## src/core/ncq_abort_pkg.sv

```systemverilog
package ncq_abort_pkg;
  // feature field layout
  localparam int SUBCMD_LSB = 0;
  localparam int SUBCMD_W = 4;
  localparam int ABORT_TYPE_LSB = 4;
  localparam int ABORT_TYPE_W = 4;
  // tag position inside sector count / sector number
  localparam int TAG_LSB = 3;
  localparam int TAG_W = 5;
  localparam logic [3:0] SUBCMD_ABORT = 4'h0;
  localparam logic [3:0] ABORT_ALL = 4'h0;
  localparam logic [3:0] ABORT_STREAMING = 4'h1;
  localparam logic [3:0] ABORT_NON_STREAMING = 4'h2;
  localparam logic [3:0] ABORT_SELECTED = 4'h3;
  // one bit per abort type 0..3, as reported in the queue management log
  localparam logic [15:0] SUPPORTED_TYPES_RESET = 16'h000F;
  localparam int QUEUE_DEPTH = 32;
endpackage : ncq_abort_pkg

```

## src/core/ncq_abort_subcommand_decoder.sv

```systemverilog
`timescale 1ns/1ns
// What this block does
// - feature bits 3:0 equal to 0h select the abort subcommand
// - feature bits 7:4 carry the abort type code
// - supported abort types are reported for the queue management log page
// - sector number bits 7:3 carry the target queue slot
// - target slot used only for abort type 3h, ignored otherwise
// - type 0h cancels every outstanding queued command except the abort's own tag
// - type 1h cancels only streaming commands
// - type 2h cancels only non-streaming commands
// - type 3h cancels only the command whose tag matches the target slot
// - reject when queuing off, target equals own tag, target invalid, type unsupported
// - supported type succeeds even when nothing is cancelled
// - success sends one completion covering abort tag and cancelled commands
module ncq_abort_subcommand_decoder
  import ncq_abort_pkg::*;
#(
  parameter int DEPTH = QUEUE_DEPTH
)
(
  // clock and reset
  input wire logic clk_in,
  input wire logic reset_in,
  // command parameters
  input wire logic cmd_valid_in,
  input wire logic [7:0] feature_in,
  input wire logic [7:0] sector_count_in,
  input wire logic [7:0] sector_number_in,
  // device state
  input wire logic queuing_enabled_in,
  input wire logic [DEPTH-1:0] outstanding_in,
  input wire logic [DEPTH-1:0] streaming_in,
  input wire logic [15:0] supported_types_in,
  // results
  output logic done_out,
  output logic aborted_err_out,
  output logic [DEPTH-1:0] cancel_out,
  output logic [DEPTH-1:0] complete_out,
  output logic [15:0] supported_log_out
);

  // tags are five bits wide, so no more than 32 slots can ever be named
  if (DEPTH < 1 || DEPTH > (1 << TAG_W))
  begin : g_depth_check
    $error("DEPTH must be 1..32");
  end

  logic done_r, done_nxt;
  logic err_r, err_nxt;
  logic [DEPTH-1:0] cancel_r, cancel_nxt;
  logic [DEPTH-1:0] complete_r, complete_nxt;
  logic [15:0] log_r, log_nxt;

  logic [SUBCMD_W-1:0] subcmd;
  logic [ABORT_TYPE_W-1:0] abort_type;
  logic [TAG_W-1:0] own_tag;
  logic [TAG_W-1:0] target_queue_slot;
  logic is_abort;
  logic type_ok;
  logic slot_bad;
  logic [DEPTH-1:0] own_bit;
  logic [DEPTH-1:0] victims;

  assign subcmd = feature_in[SUBCMD_LSB +: SUBCMD_W];
  assign abort_type = feature_in[ABORT_TYPE_LSB +: ABORT_TYPE_W];
  // tags come from the upper field only, the low bits are don't-care
  assign own_tag = sector_count_in[TAG_LSB +: TAG_W];
  assign target_queue_slot = sector_number_in[TAG_LSB +: TAG_W];
  assign is_abort = cmd_valid_in && (subcmd == SUBCMD_ABORT);
  assign type_ok = supported_types_in[abort_type];

  // target checks only matter when the selected type uses the slot
  always_comb
  begin
    slot_bad = 1'b0;
    if (abort_type == ABORT_SELECTED)
      slot_bad = (target_queue_slot == own_tag)
        || (32'(target_queue_slot) >= DEPTH);
  end

  generate
    for (genvar i = 0; i < DEPTH; i++)
    begin : g_slot
      // per-slot compare keeps an own tag beyond DEPTH from indexing out of range
      assign own_bit[i] = (own_tag == TAG_W'(i));
      always_comb
      begin
        victims[i] = 1'b0;
        case (abort_type)
          ABORT_ALL: victims[i] = outstanding_in[i];
          ABORT_STREAMING: victims[i] = outstanding_in[i] && streaming_in[i];
          ABORT_NON_STREAMING: victims[i] = outstanding_in[i] && !streaming_in[i];
          ABORT_SELECTED: victims[i] = outstanding_in[i]
            && (target_queue_slot == TAG_W'(i));
          default: victims[i] = 1'b0;
        endcase
        // the abort command itself is never its own victim
        if (own_bit[i])
          victims[i] = 1'b0;
      end
    end
  endgenerate

  always_comb
  begin
    done_nxt = 1'b0;
    err_nxt = 1'b0;
    cancel_nxt = '0;
    complete_nxt = '0;
    log_nxt = supported_types_in;
    if (is_abort)
    begin
      done_nxt = 1'b1;
      if (!queuing_enabled_in || !type_ok || slot_bad)
        err_nxt = 1'b1;
      else
      begin
        // success even with an empty victim set
        cancel_nxt = victims;
        complete_nxt = victims | own_bit;
      end
    end
  end

  always_ff @(posedge clk_in or posedge reset_in)
  begin
    if (reset_in)
    begin
      done_r <= 1'b0;
      err_r <= 1'b0;
      cancel_r <= '0;
      complete_r <= '0;
      log_r <= SUPPORTED_TYPES_RESET;
    end
    else
    begin
      done_r <= done_nxt;
      err_r <= err_nxt;
      cancel_r <= cancel_nxt;
      complete_r <= complete_nxt;
      log_r <= log_nxt;
    end
  end

  assign done_out = done_r;
  assign aborted_err_out = err_r;
  assign cancel_out = cancel_r;
  assign complete_out = complete_r;
  assign supported_log_out = log_r;

  property p_err_no_cancel;
    @(posedge clk_in) disable iff (reset_in)
    aborted_err_out |-> (cancel_out == '0) && (complete_out == '0) && done_out;
  endproperty
  a_err_no_cancel: assert property (p_err_no_cancel) else $error("error with cancels");

  property p_off_rejects;
    @(posedge clk_in) disable iff (reset_in)
    (is_abort && !queuing_enabled_in) |=> aborted_err_out;
  endproperty
  a_off_rejects: assert property (p_off_rejects) else $error("queuing off not rejected");

  property p_success;
    @(posedge clk_in) disable iff (reset_in)
    (is_abort && queuing_enabled_in && type_ok && abort_type != ABORT_SELECTED)
      |=> done_out && !aborted_err_out;
  endproperty
  a_success: assert property (p_success) else $error("supported type failed");

  property p_complete_own;
    @(posedge clk_in) disable iff (reset_in)
    (done_out && !aborted_err_out) |-> ((complete_out & ~cancel_out) != '0);
  endproperty
  a_complete_own: assert property (p_complete_own) else $error("own tag not completed");

  property p_streaming_only;
    @(posedge clk_in) disable iff (reset_in)
    (is_abort && abort_type == ABORT_STREAMING) |=> ((cancel_out & ~$past(streaming_in)) == '0);
  endproperty
  a_streaming_only: assert property (p_streaming_only) else $error("non-streaming cancelled");

  property p_nonstreaming_only;
    @(posedge clk_in) disable iff (reset_in)
    (is_abort && abort_type == ABORT_NON_STREAMING) |=> ((cancel_out & $past(streaming_in)) == '0);
  endproperty
  a_nonstreaming_only: assert property (p_nonstreaming_only) else $error("streaming cancelled");

  property p_cancel_outstanding;
    @(posedge clk_in) disable iff (reset_in)
    done_out |-> ((cancel_out & ~$past(outstanding_in)) == '0);
  endproperty
  a_cancel_outstanding: assert property (p_cancel_outstanding) else $error("idle slot cancelled");

  property p_idle_quiet;
    @(posedge clk_in) disable iff (reset_in)
    !(cmd_valid_in && subcmd == SUBCMD_ABORT) |=> !done_out;
  endproperty
  a_idle_quiet: assert property (p_idle_quiet) else $error("done without abort");

  property p_selected_single;
    @(posedge clk_in) disable iff (reset_in)
    (is_abort && abort_type == ABORT_SELECTED) |=> $onehot0(cancel_out);
  endproperty
  a_selected_single: assert property (p_selected_single) else $error("selected hit many");

  property p_unsupported_rejects;
    @(posedge clk_in) disable iff (reset_in)
    (is_abort && !type_ok) |=> (done_out && aborted_err_out);
  endproperty
  a_unsupported_rejects: assert property (p_unsupported_rejects) else $error("bad type taken");

  property p_self_target_rejects;
    @(posedge clk_in) disable iff (reset_in)
    (is_abort && abort_type == ABORT_SELECTED && target_queue_slot == own_tag) |=> aborted_err_out;
  endproperty
  a_self_target_rejects: assert property (p_self_target_rejects) else $error("self slot taken");

  property p_slot_range_rejects;
    @(posedge clk_in) disable iff (reset_in)
    (is_abort && abort_type == ABORT_SELECTED && 32'(target_queue_slot) >= DEPTH) |=> aborted_err_out;
  endproperty
  a_slot_range_rejects: assert property (p_slot_range_rejects) else $error("bad slot taken");

endmodule : ncq_abort_subcommand_decoder

```

## config.mk

```make
export PLATFORM = sky130hd
export DESIGN_NAME = ncq_abort_subcommand_decoder
export DESIGN_NICKNAME = d
export VERILOG_FILES = /design/src/core/ncq_abort_pkg.sv /design/src/core/ncq_abort_subcommand_decoder.sv
export SDC_FILE = /design/constraint.sdc
export NUM_CORES = 1
export LEC_CHECK = 0
export ABC_AREA = 1
export BUFFER_PORTS_ARGS = -buffer_cell sky130_fd_sc_hd__clkbuf_2
export CAP_MARGIN = 20
export CORE_MARGIN = 2
export CORE_UTILIZATION = 49
export DETAILED_ROUTE_END_ITERATION = 10
export PLACE_DENSITY = 0.82
export SETUP_SLACK_MARGIN = 0.4
export SYNTH_ARGS = -nofsm -noshare
export SYNTH_HDL_FRONTEND = slang
export SYNTH_SLANG_ARGS = --single-unit
export TNS_END_PERCENT = 5
```

## constraint.sdc

```tcl
create_clock -name clk_in -period 3.3 [get_ports clk_in]
set_clock_uncertainty 0.2 [all_clocks]
set_input_delay 0.165 -clock clk_in [delete_from_list [all_inputs] [get_ports clk_in]]
set_output_delay 0.165 -clock clk_in [all_outputs]
set_load 0.02 [all_outputs]
```

**Word level (Yosys, flattened, before mapping)**

Index checks and enable logic that the tools add are counted.

- Flip-flop bits (word level): 82
- Input bits: 108
- Output and inout port bits: 82
- Logic and storage cells: 284

- $lt $le $gt $ge: 1
- Eq/ne operators: 66
- Multiplexer cells: 74
- Bitwise operators: 1
- Reduce and logical (&&, ||, !) cells: 137

Operators by type and width:

| cell | count |
|---|---|
| $eq 5x5->1 const B | 32 |
| $mux 32 | 4 |
| $pmux 1 s4 | 32 |
| $logic_and 1x1->1 | 97 |
| $eq 5x4->1 const B | 16 |
| $eq 5x3->1 const B | 8 |
| $mux 1 | 37 |
| $logic_not 1->1 | 34 |
| $or 32x32->32 | 1 |
| $eq 5x2->1 const B | 4 |
| $eq 5x1->1 const B | 2 |
| $logic_not 5->1 | 2 |
| $eq 4x2->1 const B | 2 |
| $logic_not 4->1 | 2 |
| $eq 5x5->1 | 1 |
| $lt 4x5->1 const B | 1 |
| $bmux 1 s4 | 1 |
| $eq 4x1->1 const B | 1 |
| $logic_or 1x1->1 | 2 |

**Depth between registers and ports, before layout**

Gate-level depths: netlist (run 1).

- Depth after elaboration: 7
- Depth in mapped cells: 11
- Depth with buffers taken out: 10

**Worst setup path after synthesis (run 1)**

Ideal clock, no wire load.

- Path kind: input port to flip-flop
- Start point: input port feature_in[5]
- End point: register complete_r[10], in the netlist complete_out[10]
- Setup time: 0.123 ns
- Arrival time: 1.075 ns
- Data required time: 2.977 ns
- Setup slack: 1.902 ns
- Cell stages on the path: 10
- Buffers on the path: 2
- Cell sequence: buf_6 > nand2_2 > inv_2 > nand2_1 > nand3_1 > o21ai_1 > nand2_1 > nand3_4 > buf_6 > nor2_2

- Cells in the longest elaborated chain, start to end: 7
- Elaborated cells on any way between the ends: 15
- Those cells by class: eq/ne: 3; mux: 7; bitwise: 1; reduce/logical: 4

RTL lines:

| item | line | source |
|---|---|---|
| from (decl) | ncq_abort_subcommand_decoder.sv:26 | `input wire logic [7:0] feature_in,` |
| $bmux 1 s4 | ncq_abort_subcommand_decoder.sv:70 | `assign type_ok = supported_types_in[abort_type];` |
| $mux 1 (implied by the code) | ncq_abort_subcommand_decoder.sv:70 |  |
| $logic_not 1->1 | ncq_abort_subcommand_decoder.sv:114 | `if (!queuing_enabled_in \|\| !type_ok \|\| slot_bad)` |
| $logic_or 1x1->1 (2 in a row) | ncq_abort_subcommand_decoder.sv:114 |  |
| $mux 32 * | ncq_abort_subcommand_decoder.sv:114 |  |
| $mux 32 * | ncq_abort_subcommand_decoder.sv:111 | `if (is_abort)` |
| named net complete_nxt[10] | ncq_abort_subcommand_decoder.sv:51 | `logic [DEPTH-1:0] complete_r, complete_nxt;` |
| to (signal assigned) | ncq_abort_subcommand_decoder.sv:140 | `complete_r <= complete_nxt;` |
| to (decl) | ncq_abort_subcommand_decoder.sv:51 |  |

Mark *: on every way through the listed nets, which the timed path passes. The rest lies on a longest branch. The select of a mux whose other input is x is not followed.

**Worst setup path after layout (run 1)**

- Start point: input port feature_in[4]
- End point: register complete_r[7], in the netlist complete_out[7]

The elaborated chain is that of the path after synthesis.

==> qor.yml, run 1 <==
syn_area_um2: 4700
stdcell_count: 1000
vias: 5081
status: "completed"
grtUsageTotal: 0.286
htreeDepth: 3
final-setup-viol-count: 0
critPathRequiredTime_ps: 3370
syn_area_per_cell_um2: 7.25
cts.sinks: 82
critPathKind: "in2reg"
fillerInstances: 785
path_clk_slew_ps: 90
drt_iter0_drc: 197
yosysWarnings: 0
port-buffer-count: 183
antenna_found_initial: 0
fp-row-count: 35
gp_congestion: 0.922
tns_ps: 0
layout_common_cells: "clkbuf_2 (183), nand2_1 (118), nor2_1 (116)"
ys_ff_latch: 82
final_common_cell: "clkbuf_2"
cts_made_buffers: 9
grt_pass1_vias: 5031
viasPerCell: 5.08
placed_cell_area_um2: 5610
route.detailed.drc: 0
max_slew.worst_pin.slew_ps: 910
drtAntennaViolNets: 0
cts_tree: "built"
startpoint_type: "input port"
place_inst: 935
maxSlewViolCount: 0
fin_total_pwr_w: 0.00217
design.core.area_um2: 9280
cap_violations: 0
die-width_um: 102
dp_hpwl_mm: 10.3
initial_core_util: 0.506
p_leak_nw: 3.37
ys_seq_area_frac: 0.438
grt_first_pass_wirelength_mm: 23.3
cp-startpoint: "feature_in[4]"
fmax_ghz: 0.490
relSlewSlack: 0.393
critPathCaptureType: "flop"
synth_nets: 756
grt_max_degree: 55
power_density_nw_per_um2: 344
min_from: "streaming_in[0]"
postSynthCellCount: 648
hold_viol: 0
wl_per_cell_um: 14.6
drt-pass1-iter-count: 5
min-delay-path-class: "in2reg"
clock-root-buffer: "clkbuf_8"
die_y_um: 102
cp.arrival_ps: 2110
die_area_um2: 10400
area.growth.synth_to_final_pct: 34.2
rsz0062_at_grt: "no"
cts_buffer_depth: 2
n_antenna_cell: 0
cts_resized: 0
routed_wl_mm: 14.6
fin_ws_ps: 1260
finalNetCount: 974
crit_fanout: 34
drive_gt1_frac: 0.299
dp_slack_ps: 892
grt-ovfl-total: 0
fin_crit_sh: 0.618
ys_types: 29
vdd_drop_max_mv: 0.271
io_pins: 190
stdcell_area_um2: 6310
period_needed_ps: 2040
[cells in the mapped netlist]
cell type	instances	area (um2)
a21oi_1	51	255
o21ai_0	1	5.00
nand4_1	17	106
buf_6	8	90.1
o21ai_1	3	15.0
nor3_2	1	10.0
dfstp_2	4	105
buf_4	4	30.0
dfrtp_1	78	1950
nor3_1	8	40.0
a21boi_0	7	52.6
nor2_1	116	435
clkbuf_1	8	30.0
nand2_2	4	25.0
nand3_2	1	10.0
inv_2	5	18.8
nor2_2	33	206
a21boi_1	3	22.5
buf_2	6	30.0
buf_1	2	7.51
nand2_4	2	22.5
and2_1	2	12.5
inv_4	2	12.5
nand3_4	1	17.5
inv_1	88	330
nand3_1	70	350
nor2_8	1	20.0
nor2_4	4	45.0
nand2_1	118	443
[critical path: stages]
cell and delay, ps:
clkbuf_2 220, nor2_8 460, nand2_1 130, nand3_1 100, o21ai_1 110, nor2_4 180, nand3_4 470, nor2_2 250
[report_power, final]
part | switching (W) | internal [W] | total, W
combinational | 0.000240 | 0.000149 | 0.000389
sequential | 0.00000350 | 0.00102 | 0.00102
clock | 0.000386 | 0.000375 | 0.000761
[what timing repair did]
item                                   CTS  global route
hold buffers                            49             0
setup buffers                            0             0
endpoints found under the hold margin  100             0
[path summary, 6_finish.rpt]
path | to | slack (ps) | cells past startpoint
min in group asynchronous | cancel_out[21] | 300 | 3
max in group asynchronous | cancel_out[2] | 1710 | 4
hold / removal | cancel_out[0] | 30 | 6
setup / recovery | complete_out[7] | 1260 | 8
[logic make-up (layout without fill, tap and decap cells)]
group	Yosys count	count (layout)	synth area share
buffers and inverters	123	346	0.117
and+or+nand+nor	378	378	0.371
DFF	82	82	0.438
AOI/OAI and AO/OA	65	65	0.0745
[layout make-up]
| type | count | area (um2) | share of cell area |
|---|---|---|---|
| Timing Repair Buffer | 235 | 1430 | 0.226 |
| Clock inverter | 5 | 62.6 | 0.00992 |
| Inverter | 95 | 363 | 0.0575 |
| Sequential cell | 82 | 2060 | 0.326 |
| Clock buffer | 11 | 141 | 0.0224 |
| Tap cell | 129 | 161 | 0.0256 |
| Multi-Input combinational cell | 443 | 2090 | 0.332 |
[layer usage]
| metal | global-route usage | wire [um] |
|---|---|---|
| met1 | 0.350 | 5980 |
| met2 | 0.491 | 7170 |
| met3 | 0.0595 | 1050 |
| met4 | 0.121 | 388 |
| met5 | 0 | 0 |
[registers in the layout, summed over array words and instances (netlist names)]
signal,cells
complete_out,32
done_out,1
supported_log_out,16
aborted_err_out,1
cancel_out,32
[metrics by stage]
stage               utilization  hold slack, ps
global placement          0.605            71.6
CTS                       0.680            20.1
detailed placement        0.605            72.0
global route              0.680            56.7
finish                    0.680            30.1
floorplan                     -           -30.5
No activity file was read; power rests on OpenSTA's default activity.
==> inputs of run 2 (changes only) <==
CORE_UTILIZATION = 44   (was 49)
PLACE_DENSITY = 0.78   (was 0.82)
clock period = 1.8 ns   (was 3.3 ns; I/O delays follow)
==> run 2 against run 1 <==
Against the previous run:
- the flow now finishes with violations (hold timing)
- design area grew 8.8%
- combinational power grew 110%
- flip-flop and latch count is the same
- wire length grew 4.9%
- clock-buffer cell count is the same
- first-iteration DRC count grew 46%
- non-clock buffer count grew 48
- clock power grew 100%
- critical path depth grew 2
- worst setup slack lost 830 ps
- global-route usage shrank 1.6 points
- core utilization shrank 1.8 points
- highest routed layer unchanged
==> qor.yml, run 2 (synthesis gave the netlist of run 1 again) <==
status: "complete, but fails checks"
violations: "hold timing"
grt-ovfl-total: 0  # unchanged
vias: 5233  # +3.0%
grtUsageTotal: 0.270  # -0.0161
drtAntennaViolNets: 0  # unchanged
critPathKind: "in2reg"
tns_ps: 0  # unchanged
cap_violations: 0  # unchanged
die_y_um: 107  # +5.3%
grt_first_pass_wirelength_mm: 24.5  # +4.9%
finalNetCount: 1022  # +4.9%
grt_pass1_vias: 5123  # +1.8%
slowest_delay_ps: 260  # -210 ps
initial_core_util: 0.453  # -0.0530
cts_tree: "built"
hold_ws_ps: -5.17  # -35.3 ps
path_cells: "clkbuf_2 > buf_4 > nor2_8 > nand2_1 > nand3_1 > o21ai_1 > nand2_1 > nand3_4 > buf_4 > nor2_2"
cts_resized: 0  # unchanged
io_pins: 190  # unchanged
routed_wl_mm: 15.3  # +4.9%
design.core.area_um2: 10400  # +12%
placed_cell_area_um2: 5840  # +4.0%
p_int_w: 0.00300  # +95%
pwr-share-seq: 0.445  # -0.025
vdd_drop_max_mv: 0.318  # +17%
critPathCaptureType: "flop"
n_antenna_cell: 0  # unchanged
power_density_nw_per_um2: 612  # +78%
relSlewSlack: 0.700  # +0.307
period_needed_ps: 1370
route.detailed.drc: 0  # unchanged
switching_share: 0.285  # -0.00536
p_leak_nw: 3.62  # +7.5%
dp_hpwl_mm: 10.7  # +4.2%
whs_path_depth: 6  # unchanged
clock-root-buffer: "clkbuf_8"
drt-pass1-iter-count: 5  # unchanged
wl_per_cell_um: 14.5  # -0.60%
cpMaxStageDelayCell: "buf_4"
area.growth.synth_to_final_pct: 46.0
fmax_ghz: 0.732
p_clk_frac: 0.361  # +0.010
port-buffer-count: 183  # unchanged
final-setup-viol-count: 0  # unchanged
stdcell_area_um2: 6860  # +8.8%
p_comb_frac: 0.194  # +0.015
die_area_um2: 11500  # +11%
max_slew.worst_pin.slew_ps: 450  # -459 ps
maxSlewViolCount: 0  # unchanged
drt_iter0_drc: 287  # +46%
hold_viol: 1  # +1
die-width_um: 107  # +5.3%
gp_congestion: 0.957  # +3.8%
htreeDepth: 3  # unchanged
critPathRequiredTime_ps: 1850  # -1520 ps
startpoint_type: "input port"
final_common_cell: "clkbuf_2"
antenna_found_initial: 0  # unchanged
viasPerCell: 4.96  # -2.4%
min-delay-path-class: "in2reg"
layout_common_cells: "clkbuf_2 (183), nand2_1 (118), nor2_1 (116)"
cts_made_buffers: 9  # unchanged
grt_max_degree: 83  # +51%
drive_gt1_frac: 0.301  # +0.00291
path_clk_slew_ps: 90  # about the same
netSwitchingPower_w: 0.00120  # +90%
crit_fanout: 13  # -62%
fp-row-count: 37  # +5.7%
cts_buffer_depth: 2  # unchanged
cts.sinks: 82  # unchanged
fin_crit_sh: 0.759
rsz0062_at_grt: "yes"
cp.arrival_ps: 1410  # -700 ps
-- run 2: routing by layer --
layer  vias up  share of wire  global-route usage
met3        28          0.071              0.0466
li1       2560              -                   -
met4         0          0.018              0.0824
met1      2437           0.41               0.329
met5         -              0                   0
met2       208           0.50               0.486
-- run 2: layout make-up --
class / instances / area [um2]
clock buffers: 11 / 131
clock inverters: 5 / 81.3
fillers: 905 / 3510
inverters: 95 / 365
multi-input cells: 443 / 2090
flip-flops and latches: 82 / 2060
well taps: 136 / 170
repair buffers: 283 / 1960
-- run 2: stage by stage --
stage / total power, W / cells / worst slack (ps) / hold WS (ps) / util
after floorplan: 0.00230 / 648 / 477 / -106 / -
after global placement: 0.00256 / 959 / 104 / -3.45 / 0.563
after detailed placement: 0.00257 / 959 / 23.3 / -1.85 / 0.563
after CTS: 0.00419 / 1054 / 402 / 0.862 / 0.660
after global routing: 0.00438 / 1055 / 343 / 31.4 / 0.662
final: 0.00420 / 1055 / 435 / -5.17 / 0.662
-- run 2: power groups by stage --
stage	clock network, W	logic [W]	registers (W)
floorplan	0	0.000368	0.00193
detailed placement	0	0.000669	0.00191
global route	0.00160	0.000900	0.00187
finish	0.00152	0.000817	0.00187
global placement	0	0.000657	0.00190
CTS	0.00152	0.000806	0.00187
-- run 2: worst paths after layout --
| path | startpoint | endpoint | slack, ps |
|---|---|---|---|
| max | feature_in[4] | complete_out[27] | 430 |
| min | streaming_in[22] | cancel_out[22] | -5 |
| max in group asynchronous | reset_in | complete_out[7] | 850 |
| min in group asynchronous | reset_in | cancel_out[21] | 170 |
-- run 2: critical path: cells and delay by family --
| kind | cells | cell delay (ps) |
|---|---|---|
| simple gates | 6 | 530 |
| compound gates | 1 | 120 |
| buf+inv | 3 | 660 |
-- run 2: what timing repair did --
action                                  CTS  global route
hold buffers                             79             0
endpoints found under the setup margin    0            18
buffers inserted                          0             1
endpoints found under the hold margin   156             0
